$ cat config.mk
export PLATFORM = sky130hd
export DESIGN_NAME = ars_sequencer
export DESIGN_NICKNAME = d
export VERILOG_FILES = /design/src/verilog/ars_pkg.sv /design/src/verilog/ars_ms_timer.sv /design/src/verilog/ars_sequencer.sv
export SDC_FILE = /design/constraint.sdc
export NUM_CORES = 1
export LEC_CHECK = 0
export ABC_AREA = 1
export BUFFER_PORTS_ARGS = -buffer_cell sky130_fd_sc_hd__clkbuf_2
export CORE_MARGIN = 1
export CORE_UTILIZATION = 61
export CTS_CLUSTER_SIZE = 12
export DETAILED_ROUTE_END_ITERATION = 16
export GPL_TIMING_DRIVEN = 0
export PLACE_DENSITY = 0.85
export SLEW_MARGIN = 20
export SYNTH_ARGS = -nofsm -noshare
export SYNTH_HDL_FRONTEND = slang
export SYNTH_SLANG_ARGS = --single-unit
$ cat constraint.sdc
create_clock -name pclk -period 1.98 [get_ports pclk]
set_input_delay 0.198 -clock pclk [delete_from_list [all_inputs] [get_ports pclk]]
set_output_delay 0.198 -clock pclk [all_outputs]
set_load 0.005 [all_outputs]
$ cat src/verilog/ars_pkg.sv
// constants, state and register types of the automatic restart sequencer
package ars_pkg;

	// ************************************************************
	// clock and time base
	// ************************************************************
	localparam int CLK_HZ = 50_000_000;
	localparam int MS_PER_S = 1000;
	localparam int CYC_PER_MS = CLK_HZ / MS_PER_S;

	// ************************************************************
	// timing figures
	// ************************************************************
	localparam int SUCCESS_TIME_S = 1;
	localparam logic [15:0] SUCCESS_MS = 16'(SUCCESS_TIME_S * MS_PER_S);

	// ************************************************************
	// register byte offsets
	// ************************************************************
	localparam logic [7:0] OFS_MODE = 8'h00;
	localparam logic [7:0] OFS_LIMIT = 8'h04;
	localparam logic [7:0] OFS_WAIT = 8'h08;
	localparam logic [7:0] OFS_RSTTIME = 8'h0c;
	localparam logic [7:0] OFS_STATUS = 8'h10;

	// ************************************************************
	// reset values
	// ************************************************************
	localparam logic [7:0] RST_MODE = 8'h00;
	localparam logic [7:0] RST_LIMIT = 8'h03;
	localparam logic [15:0] RST_WAIT_MS = 16'h03e8;
	localparam logic [15:0] RST_RSTTIME_MS = 16'h0000;

	// ************************************************************
	// status field positions
	// ************************************************************
	localparam int STS_CNT_LSB = 0;
	localparam int STS_EXH = 8;
	localparam int STS_FAILED = 9;
	localparam int STS_INVALID = 10;
	localparam int STS_SON = 11;
	localparam int STS_STATE_LSB = 12;

	// ************************************************************
	// restart mode codes
	// ************************************************************
	localparam logic [7:0] MODE_OFF = 8'h00;
	localparam logic [7:0] MODE_ACK_ONLY = 8'h01;
	localparam logic [7:0] MODE_PWR = 8'h04;
	localparam logic [7:0] MODE_FLT = 8'h06;
	localparam logic [7:0] MODE_PWR_MAN = 8'h0e;
	localparam logic [7:0] MODE_FLT_MAN = 8'h10;
	localparam logic [7:0] MODE_ALL = 8'h1a;

	// ************************************************************
	// sequencer states and state record
	// ************************************************************
	typedef enum logic [2:0] {
		ST_IDLE,
		ST_ACKWAIT,
		ST_DELAY,
		ST_SWON,
		ST_VERIFY,
		ST_RUNOK,
		ST_FAILED
	} ars_state_e;

	typedef struct packed {
		ars_state_e st;
		logic [7:0] mode;
		logic [7:0] limit;
		logic [15:0] wait_ms;
		logic [15:0] rst_ms;
		logic [7:0] cnt;
		logic exhausted;
		logic failed;
		logic pwr_evt;
		logic fault_q;
		logic ack;
		logic son;
		logic wait_go;
		logic ok_go;
		logic rst_go;
		logic pready;
		logic pslverr;
		logic [31:0] prdata;
	} ars_regs_s;

endpackage

$ cat src/verilog/ars_ms_timer.sv
// millisecond down timer with its own prescaler
`timescale 1ns/1ps
module ars_ms_timer #(
	parameter int CYC_PER_MS = ars_pkg::CYC_PER_MS,
	parameter int MSW = 16
) (
	// clock and reset
	input wire logic pclk,
	input wire logic presetn,
	// control
	input wire logic start,
	input wire logic [MSW-1:0] load_ms,
	// result
	output logic done
);

	localparam int PW = $clog2(CYC_PER_MS + 1);
	localparam logic [PW-1:0] PRE_LAST = PW'(CYC_PER_MS - 1);

	typedef struct packed {
		logic [PW-1:0] pre;
		logic [MSW-1:0] ms;
		logic running;
		logic done;
	} ars_tmr_s;

	ars_tmr_s r;
	ars_tmr_s next_r;

	// ************************************************************
	// next state
	// ************************************************************
	always_comb begin
		next_r = r;
		if (start) begin
			next_r.pre = '0;
			next_r.ms = load_ms;
			next_r.running = (load_ms != '0);
			next_r.done = (load_ms == '0);
		end else if (r.running) begin
			if (r.pre == PRE_LAST) begin
				next_r.pre = '0;
				next_r.ms = r.ms - 1'b1;
				if (r.ms == MSW'(1)) begin
					next_r.running = 1'b0;
					next_r.done = 1'b1;
				end
			end else begin
				next_r.pre = r.pre + 1'b1;
			end
		end
	end

	// ************************************************************
	// state register
	// ************************************************************
	always_ff @(posedge pclk or negedge presetn) begin
		if (!presetn) begin
			r <= '0;
		end else begin
			r <= next_r;
		end
	end

	assign done = r.done;

endmodule

$ cat src/verilog/ars_sequencer.sv
// automatic restart sequencer with apb register file
// Functional notes
// - restart mode resets to disabled; nothing is acknowledged or switched on.
// - seven restart modes: off, ack only, power, fault, manual variants, all.
// - start attempt limit resets to three.
// - attempt limit acts only in modes 4, 6, 14, 16, 26.
// - each acknowledgement in those modes decrements the start attempt counter by one; at zero it sets exhausted instead.
// - limit n allows n+1 attempts; then restart failed fault is raised.
// - counter reloads when reset time expires after a successful start.
// - after failure, ramp stop plus acknowledge clears fault and reloads counter.
// - a write changing limit or mode reloads the counter.
// - wait time before an attempt resets to 1.0 s.
// - automatic switch-on after a fault is delayed by the wait time in modes 4, 6, 26; not in 14, 16.
// - auto ack always in 1, 26; with run in 4, 6; never 14, 16.
// - no switch-on in mode 1; others switch on only with run command.
// - attempt succeeds when no fault within one second after magnetizing.
`timescale 1ns/1ps
module ars_sequencer #(
	parameter int CYC_PER_MS = ars_pkg::CYC_PER_MS
) (
	// clock and reset
	input wire logic pclk,
	input wire logic presetn,
	// apb slave
	input wire logic psel,
	input wire logic penable,
	input wire logic pwrite,
	input wire logic [7:0] paddr,
	input wire logic [31:0] pwdata,
	output logic [31:0] prdata,
	output logic pready,
	output logic pslverr,
	// drive control inputs
	input wire logic run_command,
	input wire logic ramp_stop_command,
	input wire logic fault_active,
	input wire logic power_fail,
	input wire logic manual_ack,
	input wire logic start_done,
	// drive control outputs
	output logic fault_ack,
	output logic switch_on_request,
	output logic restart_failed_fault
);

	ars_pkg::ars_regs_s r;
	ars_pkg::ars_regs_s next_r;
	logic wait_done;
	logic ok_done;
	logic rst_done;
	logic [15:0] wait_load;

	// ************************************************************
	// mode decoding
	// ************************************************************
	function automatic logic mode_valid(input logic [7:0] m);
		mode_valid = (m == ars_pkg::MODE_OFF) || (m == ars_pkg::MODE_ACK_ONLY)
			|| (m == ars_pkg::MODE_PWR) || (m == ars_pkg::MODE_FLT)
			|| (m == ars_pkg::MODE_PWR_MAN) || (m == ars_pkg::MODE_FLT_MAN)
			|| (m == ars_pkg::MODE_ALL);
	endfunction

	function automatic logic mode_active(input logic [7:0] m);
		mode_active = mode_valid(m) && (m != ars_pkg::MODE_OFF);
	endfunction

	function automatic logic uses_limit(input logic [7:0] m);
		uses_limit = (m == ars_pkg::MODE_PWR) || (m == ars_pkg::MODE_FLT)
			|| (m == ars_pkg::MODE_PWR_MAN) || (m == ars_pkg::MODE_FLT_MAN)
			|| (m == ars_pkg::MODE_ALL);
	endfunction

	function automatic logic uses_wait(input logic [7:0] m);
		uses_wait = (m == ars_pkg::MODE_PWR) || (m == ars_pkg::MODE_FLT)
			|| (m == ars_pkg::MODE_ALL);
	endfunction

	function automatic logic auto_acks(input logic [7:0] m, input logic run);
		if ((m == ars_pkg::MODE_ACK_ONLY) || (m == ars_pkg::MODE_ALL)) begin
			auto_acks = 1'b1;
		end else if ((m == ars_pkg::MODE_PWR) || (m == ars_pkg::MODE_FLT)) begin
			auto_acks = run;
		end else begin
			auto_acks = 1'b0;
		end
	endfunction

	function automatic logic restarts(input logic [7:0] m, input logic pwr);
		if ((m == ars_pkg::MODE_PWR) || (m == ars_pkg::MODE_PWR_MAN)) begin
			restarts = pwr;
		end else if ((m == ars_pkg::MODE_FLT) || (m == ars_pkg::MODE_FLT_MAN)
			|| (m == ars_pkg::MODE_ALL)) begin
			restarts = 1'b1;
		end else begin
			restarts = 1'b0;
		end
	endfunction

	// ************************************************************
	// timers
	// ************************************************************
	assign wait_load = uses_wait(r.mode) ? r.wait_ms : 16'h0000;

	ars_ms_timer #(.CYC_PER_MS(CYC_PER_MS), .MSW(16)) u_wait_tmr (
		.pclk(pclk),
		.presetn(presetn),
		.start(r.wait_go),
		.load_ms(wait_load),
		.done(wait_done)
	);

	ars_ms_timer #(.CYC_PER_MS(CYC_PER_MS), .MSW(16)) u_ok_tmr (
		.pclk(pclk),
		.presetn(presetn),
		.start(r.ok_go),
		.load_ms(ars_pkg::SUCCESS_MS),
		.done(ok_done)
	);

	ars_ms_timer #(.CYC_PER_MS(CYC_PER_MS), .MSW(16)) u_rst_tmr (
		.pclk(pclk),
		.presetn(presetn),
		.start(r.rst_go),
		.load_ms(r.rst_ms),
		.done(rst_done)
	);

	// ************************************************************
	// next state
	// ************************************************************
	always_comb begin
		logic evt;
		logic acc;
		logic wr;
		logic reload;
		logic ack_ok;
		logic [31:0] rd;
		logic rd_err;
		evt = 1'b0;
		acc = 1'b0;
		wr = 1'b0;
		reload = 1'b0;
		ack_ok = 1'b0;
		rd = 32'h0000_0000;
		rd_err = 1'b0;
		next_r = r;
		next_r.ack = 1'b0;
		next_r.wait_go = 1'b0;
		next_r.ok_go = 1'b0;
		next_r.rst_go = 1'b0;
		next_r.fault_q = fault_active;
		evt = (fault_active && !r.fault_q) || power_fail;

		// apb access, one wait state
		acc = psel && penable;
		wr = acc && pwrite && r.pready;
		next_r.pready = acc && !r.pready;
		if (paddr == ars_pkg::OFS_MODE) begin
			rd = {24'h000000, r.mode};
		end else if (paddr == ars_pkg::OFS_LIMIT) begin
			rd = {24'h000000, r.limit};
		end else if (paddr == ars_pkg::OFS_WAIT) begin
			rd = {16'h0000, r.wait_ms};
		end else if (paddr == ars_pkg::OFS_RSTTIME) begin
			rd = {16'h0000, r.rst_ms};
		end else if (paddr == ars_pkg::OFS_STATUS) begin
			rd[ars_pkg::STS_CNT_LSB +: 8] = r.cnt;
			rd[ars_pkg::STS_EXH] = r.exhausted;
			rd[ars_pkg::STS_FAILED] = r.failed;
			rd[ars_pkg::STS_INVALID] = !mode_valid(r.mode);
			rd[ars_pkg::STS_SON] = r.son;
			rd[ars_pkg::STS_STATE_LSB +: 3] = r.st;
		end else begin
			rd_err = 1'b1;
		end
		if (acc && !r.pready) begin
			next_r.prdata = pwrite ? 32'h0000_0000 : rd;
			next_r.pslverr = rd_err;
		end else if (!acc) begin
			next_r.prdata = 32'h0000_0000;
			next_r.pslverr = 1'b0;
		end

		// sequencer
		case (r.st)
			ars_pkg::ST_IDLE: begin
				if (evt && mode_active(r.mode)) begin
					next_r.pwr_evt = power_fail;
					next_r.st = ars_pkg::ST_ACKWAIT;
				end
			end
			ars_pkg::ST_RUNOK: begin
				if (evt) begin
					next_r.pwr_evt = power_fail;
					next_r.st = ars_pkg::ST_ACKWAIT;
				end else if (rst_done && !r.rst_go) begin
					reload = 1'b1;
					next_r.st = ars_pkg::ST_IDLE;
				end
			end
			ars_pkg::ST_ACKWAIT: begin
				ack_ok = auto_acks(r.mode, run_command) || manual_ack;
				if (ack_ok) begin
					next_r.ack = 1'b1;
					if (uses_limit(r.mode)) begin
						if (r.cnt == 8'h00) begin
							next_r.exhausted = 1'b1;
						end else begin
							next_r.cnt = r.cnt - 8'h01;
						end
					end
					if (restarts(r.mode, r.pwr_evt)) begin
						next_r.st = ars_pkg::ST_DELAY;
						next_r.wait_go = 1'b1;
					end else begin
						next_r.st = ars_pkg::ST_IDLE;
					end
				end
			end
			ars_pkg::ST_DELAY, ars_pkg::ST_SWON, ars_pkg::ST_VERIFY: begin
				if (evt) begin
					next_r.son = 1'b0;
					next_r.pwr_evt = power_fail;
					if (uses_limit(r.mode) && r.exhausted) begin
						next_r.st = ars_pkg::ST_FAILED;
						next_r.failed = 1'b1;
					end else begin
						next_r.st = ars_pkg::ST_ACKWAIT;
					end
				end else if (r.st == ars_pkg::ST_DELAY) begin
					if (wait_done && !r.wait_go && run_command) begin
						next_r.st = ars_pkg::ST_SWON;
						next_r.son = 1'b1;
					end
				end else if (!run_command) begin
					next_r.son = 1'b0;
					next_r.st = ars_pkg::ST_IDLE;
				end else if (r.st == ars_pkg::ST_SWON) begin
					if (start_done) begin
						next_r.st = ars_pkg::ST_VERIFY;
						next_r.ok_go = 1'b1;
					end
				end else if (ok_done && !r.ok_go) begin
					next_r.son = 1'b0;
					next_r.st = ars_pkg::ST_RUNOK;
					next_r.rst_go = 1'b1;
				end
			end
			ars_pkg::ST_FAILED: begin
				if (ramp_stop_command && manual_ack) begin
					next_r.failed = 1'b0;
					next_r.ack = 1'b1;
					reload = 1'b1;
					next_r.st = ars_pkg::ST_IDLE;
				end
			end
			default: begin
				next_r.st = ars_pkg::ST_IDLE;
			end
		endcase

		// register writes
		if (wr) begin
			if (paddr == ars_pkg::OFS_MODE) begin
				next_r.mode = pwdata[7:0];
				if (pwdata[7:0] != r.mode) begin
					reload = 1'b1;
					if (r.st != ars_pkg::ST_FAILED) begin
						next_r.st = ars_pkg::ST_IDLE;
						next_r.son = 1'b0;
					end
				end
			end else if (paddr == ars_pkg::OFS_LIMIT) begin
				next_r.limit = pwdata[7:0];
				if (pwdata[7:0] != r.limit) begin
					reload = 1'b1;
				end
			end else if (paddr == ars_pkg::OFS_WAIT) begin
				next_r.wait_ms = pwdata[15:0];
			end else if (paddr == ars_pkg::OFS_RSTTIME) begin
				next_r.rst_ms = pwdata[15:0];
			end
		end

		if (reload) begin
			next_r.cnt = next_r.limit;
			next_r.exhausted = 1'b0;
		end
	end

	// ************************************************************
	// state register
	// ************************************************************
	always_ff @(posedge pclk or negedge presetn) begin
		if (!presetn) begin
			r <= '0;
			r.st <= ars_pkg::ST_IDLE;
			r.mode <= ars_pkg::RST_MODE;
			r.limit <= ars_pkg::RST_LIMIT;
			r.cnt <= ars_pkg::RST_LIMIT;
			r.wait_ms <= ars_pkg::RST_WAIT_MS;
			r.rst_ms <= ars_pkg::RST_RSTTIME_MS;
		end else begin
			r <= next_r;
		end
	end

	// ************************************************************
	// outputs
	// ************************************************************
	assign prdata = r.prdata;
	assign pready = r.pready;
	assign pslverr = r.pslverr;
	assign fault_ack = r.ack;
	assign switch_on_request = r.son;
	assign restart_failed_fault = r.failed;

endmodule

==> flow_summary.toml <==
[floorplan]
die_area_um2 = 19310
core_region_area_um2 = 18150
die_w_um = 139.0
fp.dieH_um = 139.0
initial_core_util_pct = 63.07
core.rowCount = 49
pin_count = 88

[route]
drtIter0Drc = 885
vias = 11060
dr_wl_met2_um = 13840
top_layer = "met4"
avgRoutedWirePerCell_um = 15.56
wl_met3_um = 2140
ant_nets = 0
routed_wirelength_um = 29910
first_pass_iters = 14
wl_met1_um = 13060
post-route-drc-count = 0
viasPerCell = 5.754

[clocking]
cts_sinks = 188
cts_buffer_depth = 2
htree_levels = 4
insertion_delay_ps = 450
cts_buffers = 17
cts_tree = "yes"
clk_pin_slew_ps = 70
clock-root-buffer = "clkbuf_16"

[final_layout]
design_area_um2 = 12980
nets = 1742
num_antenna_cells = 0
fin_cells = 1922
syn_to_final_growth_pct = 13.41
drive_above_1_share_pct = 14.06

[placement]
place_inst = 1877
place_congestion = 0.9433
dpl_cell_area_um2 = 12130
io_buffers = 55
dp_hpwl_um = 21930

[global_route]
grt_pass1_wl_um = 49450
overflow = 0
grt_max_degree = 81
grt_usage_pct = 31.90
grt_pass1_vias = 10370
antenna_found_initial = 0

[sta]
finalSetupViolations = 0
layout_min_cycle_time_ps = 1909
drv_slew = 0
rsz0062_at_grt = "yes"
timing.final.crit_share_pct = 96.40
clock_skew_ps = 10.67
finalHoldViolations = 0
fmax_ghz = 0.5239
holdWs_ps = 17.71
tightestPinTransition_ps = 718.3
slew_headroom_pct = 51.94

[yosys]
netlist_area_um2 = 11440
synthAdderAreaFrac_pct = 1.203
synth_common_cells = "400 x nand2_1, 185 x inv_1, 178 x dfrtp_1"
ys_dominant_reg_cell = "dfrtp_1"
syn_inst = 1576
ys_top_cells_by_area = "dfrtp_1 39%, nand2_1 13%, inv_1 6.1%, nand3_1 5.8%, nor2_1 5.4%"
async_reset_ff_share_pct = 100.0
ys_seq_area_share_pct = 41.22
yosysTopAreaCell = "dfrtp_1"
synth_cell_types = 53
synth-seq-cells = 188
synth-edff-count = 0
synthSimpleGateAreaFrac_pct = 31.35
synth-compound-area-share_pct = 12.24
synthMuxAreaShare_pct = 0.08746
synth_top_area_share_pct = 38.92
synth_area_per_cell_um2 = 7.262
synth_top_family_by_area = "simple AND/OR/NAND/NOR gates"
yosysMostFrequentCell = "nand2_1"
yosysWarnings = 0
yosys.area_share.xor_xnor_pct = 3.903

[pwr]
powerDensity_nw_per_um2 = 594.0
power_leakage_uw = 0.006547
ir_worst_vdd_uv = 627.8

[setup_path]
required_ps = 2310
critPathCaptureType = "register"
worst-path-max-fanout = 5
path_class = "reg -> reg"
cp.arrival_ps = 2240
startpoint_type = "register"

[outcome]
outcome = "finished, final reports clean"

[run]
drv_cap = 0

[hold_path]
holdCritPathClass = "in -> reg"
==> stage by stage <==
stage	TNS, ps	total power [µW]	utilization, %	setup WS, ps
final	0	7710	71.53	71.33
after detailed placement	-544.3	4289	66.82	-87.40
after global placement	-517240	4268	66.47	-2834
after CTS	0	7732	70.35	4.529
after floorplan	0	4098	-	287.3
after global routing	-107.9	7921	71.53	-48.95
==> power breakdown <==
| group | switching, µW | leakage, µW | total [µW] | internal (µW) |
|---|---|---|---|---|
| sequential | 15.7 | 0.00251 | 3870 | 3860 |
| clock | 1510 | 0.000280 | 3480 | 1980 |
| combinational | 234 | 0.00376 | 354 | 120 |
==> cell usage in the layout, fill, tap and decap left out, types with 13 or more instances in the layout <==
cell type / synthesis / routed
clkbuf_16: 0 / 17
a21oi_1: 50 / 50
xnor2_1: 15 / 15
nor2_1: 166 / 157
o21ai_0: 106 / 105
conb_1: 1 / 16
inv_2: 13 / 14
dfrtp_1: 178 / 176
o21ai_1: 26 / 27
buf_4: 34 / 45
inv_1: 185 / 184
o22ai_1: 33 / 33
nand3_1: 132 / 127
clkbuf_1: 16 / 18
nor2_2: 7 / 15
nor3_1: 27 / 26
nand2_1: 400 / 390
clkbuf_2: 0 / 54
nand4_1: 37 / 37
nand2_2: 7 / 14
xor2_1: 36 / 36
o211ai_1: 13 / 13
==> state kept, by name, summed over array words and instances, names as in the netlist <==
name / cells
restart_failed_fault: 1
pslverr: 1
u_wait_tmr.done: 1
u_rst_tmr.done: 1
fault_ack: 1
u_ok_tmr.r: 33
prdata: 16
u_rst_tmr.r: 33
u_wait_tmr.r: 33
pready: 1
r: 65
u_ok_tmr.done: 1
switch_on_request: 1
==> critical path, cell delays in order (launching register included) <==
cell	delay, ps
dfrtp_1	380
ha_2	210
nand2_2	70
nor2_4	160
inv_2	70
nor3_4	260
nand2_4	130
nor2_4	190
buf_6	170
nand2_4	50
o21ai_2	50
nor2_1	40
==> final timing paths <==
path,start,to,slack (ps),cells after the start
max,u_wait_tmr.r[18]$_DFFE_PN0P_,u_wait_tmr.r[10]$_DFFE_PN0P_,70,11
min in group asynchronous,presetn,u_rst_tmr.r[25]$_DFFE_PN0P_,230,2
min reg2reg,prdata[5]$_DFFE_PN0P_,prdata[5]$_DFFE_PN0P_,490,2
min,power_fail,r[40]$_DFFE_PN0P_,20,3
max in group asynchronous,presetn,r[44]$_DFFE_PN1P_,1030,3
max reg2reg,u_wait_tmr.r[18]$_DFFE_PN0P_,u_wait_tmr.r[10]$_DFFE_PN0P_,70,11
==> layout make-up <==
class,instances,area [µm²]
clock buffer,20,436.7
sequential,188,4720
buffer,60,387.9
timing repair buffer,71,451.7
fill,1471,5167
multi-input combinational,1142,5801
inverter,200,750.7
clock inverter,12,146.4
tap,229,286.5
==> what timing repair did <==
| action | 4_1_cts | 5_1_grt |
|---|---|---|
| hold endpoints to repair | 31 | 0 |
| hold buffers | 3 | 0 |
| setup endpoints to repair | 13 | 81 |
| gates resized for setup | 4 | 41 |
| gates cloned | 0 | 1 |
| setup buffers | 1 | 9 |
| pin swaps | 1 | 12 |
==> per-layer routing <==
metal  GRT usage, %  vias to the layer above
met5              0                        -
met4          13.51                        0
met3          5.732                       78
met2          50.98                      474
met1          42.83                     5201
li1               -                     5306
==> cells by family after synthesis <==
group | Yosys count
simple gates | 813
other cells | 1
fa+ha+maj | 11
mux | 1
compound gates | 250
buf+inv | 261
flops | 188
xor+xnor | 51
No activity file was read; power rests on OpenSTA's default activity.
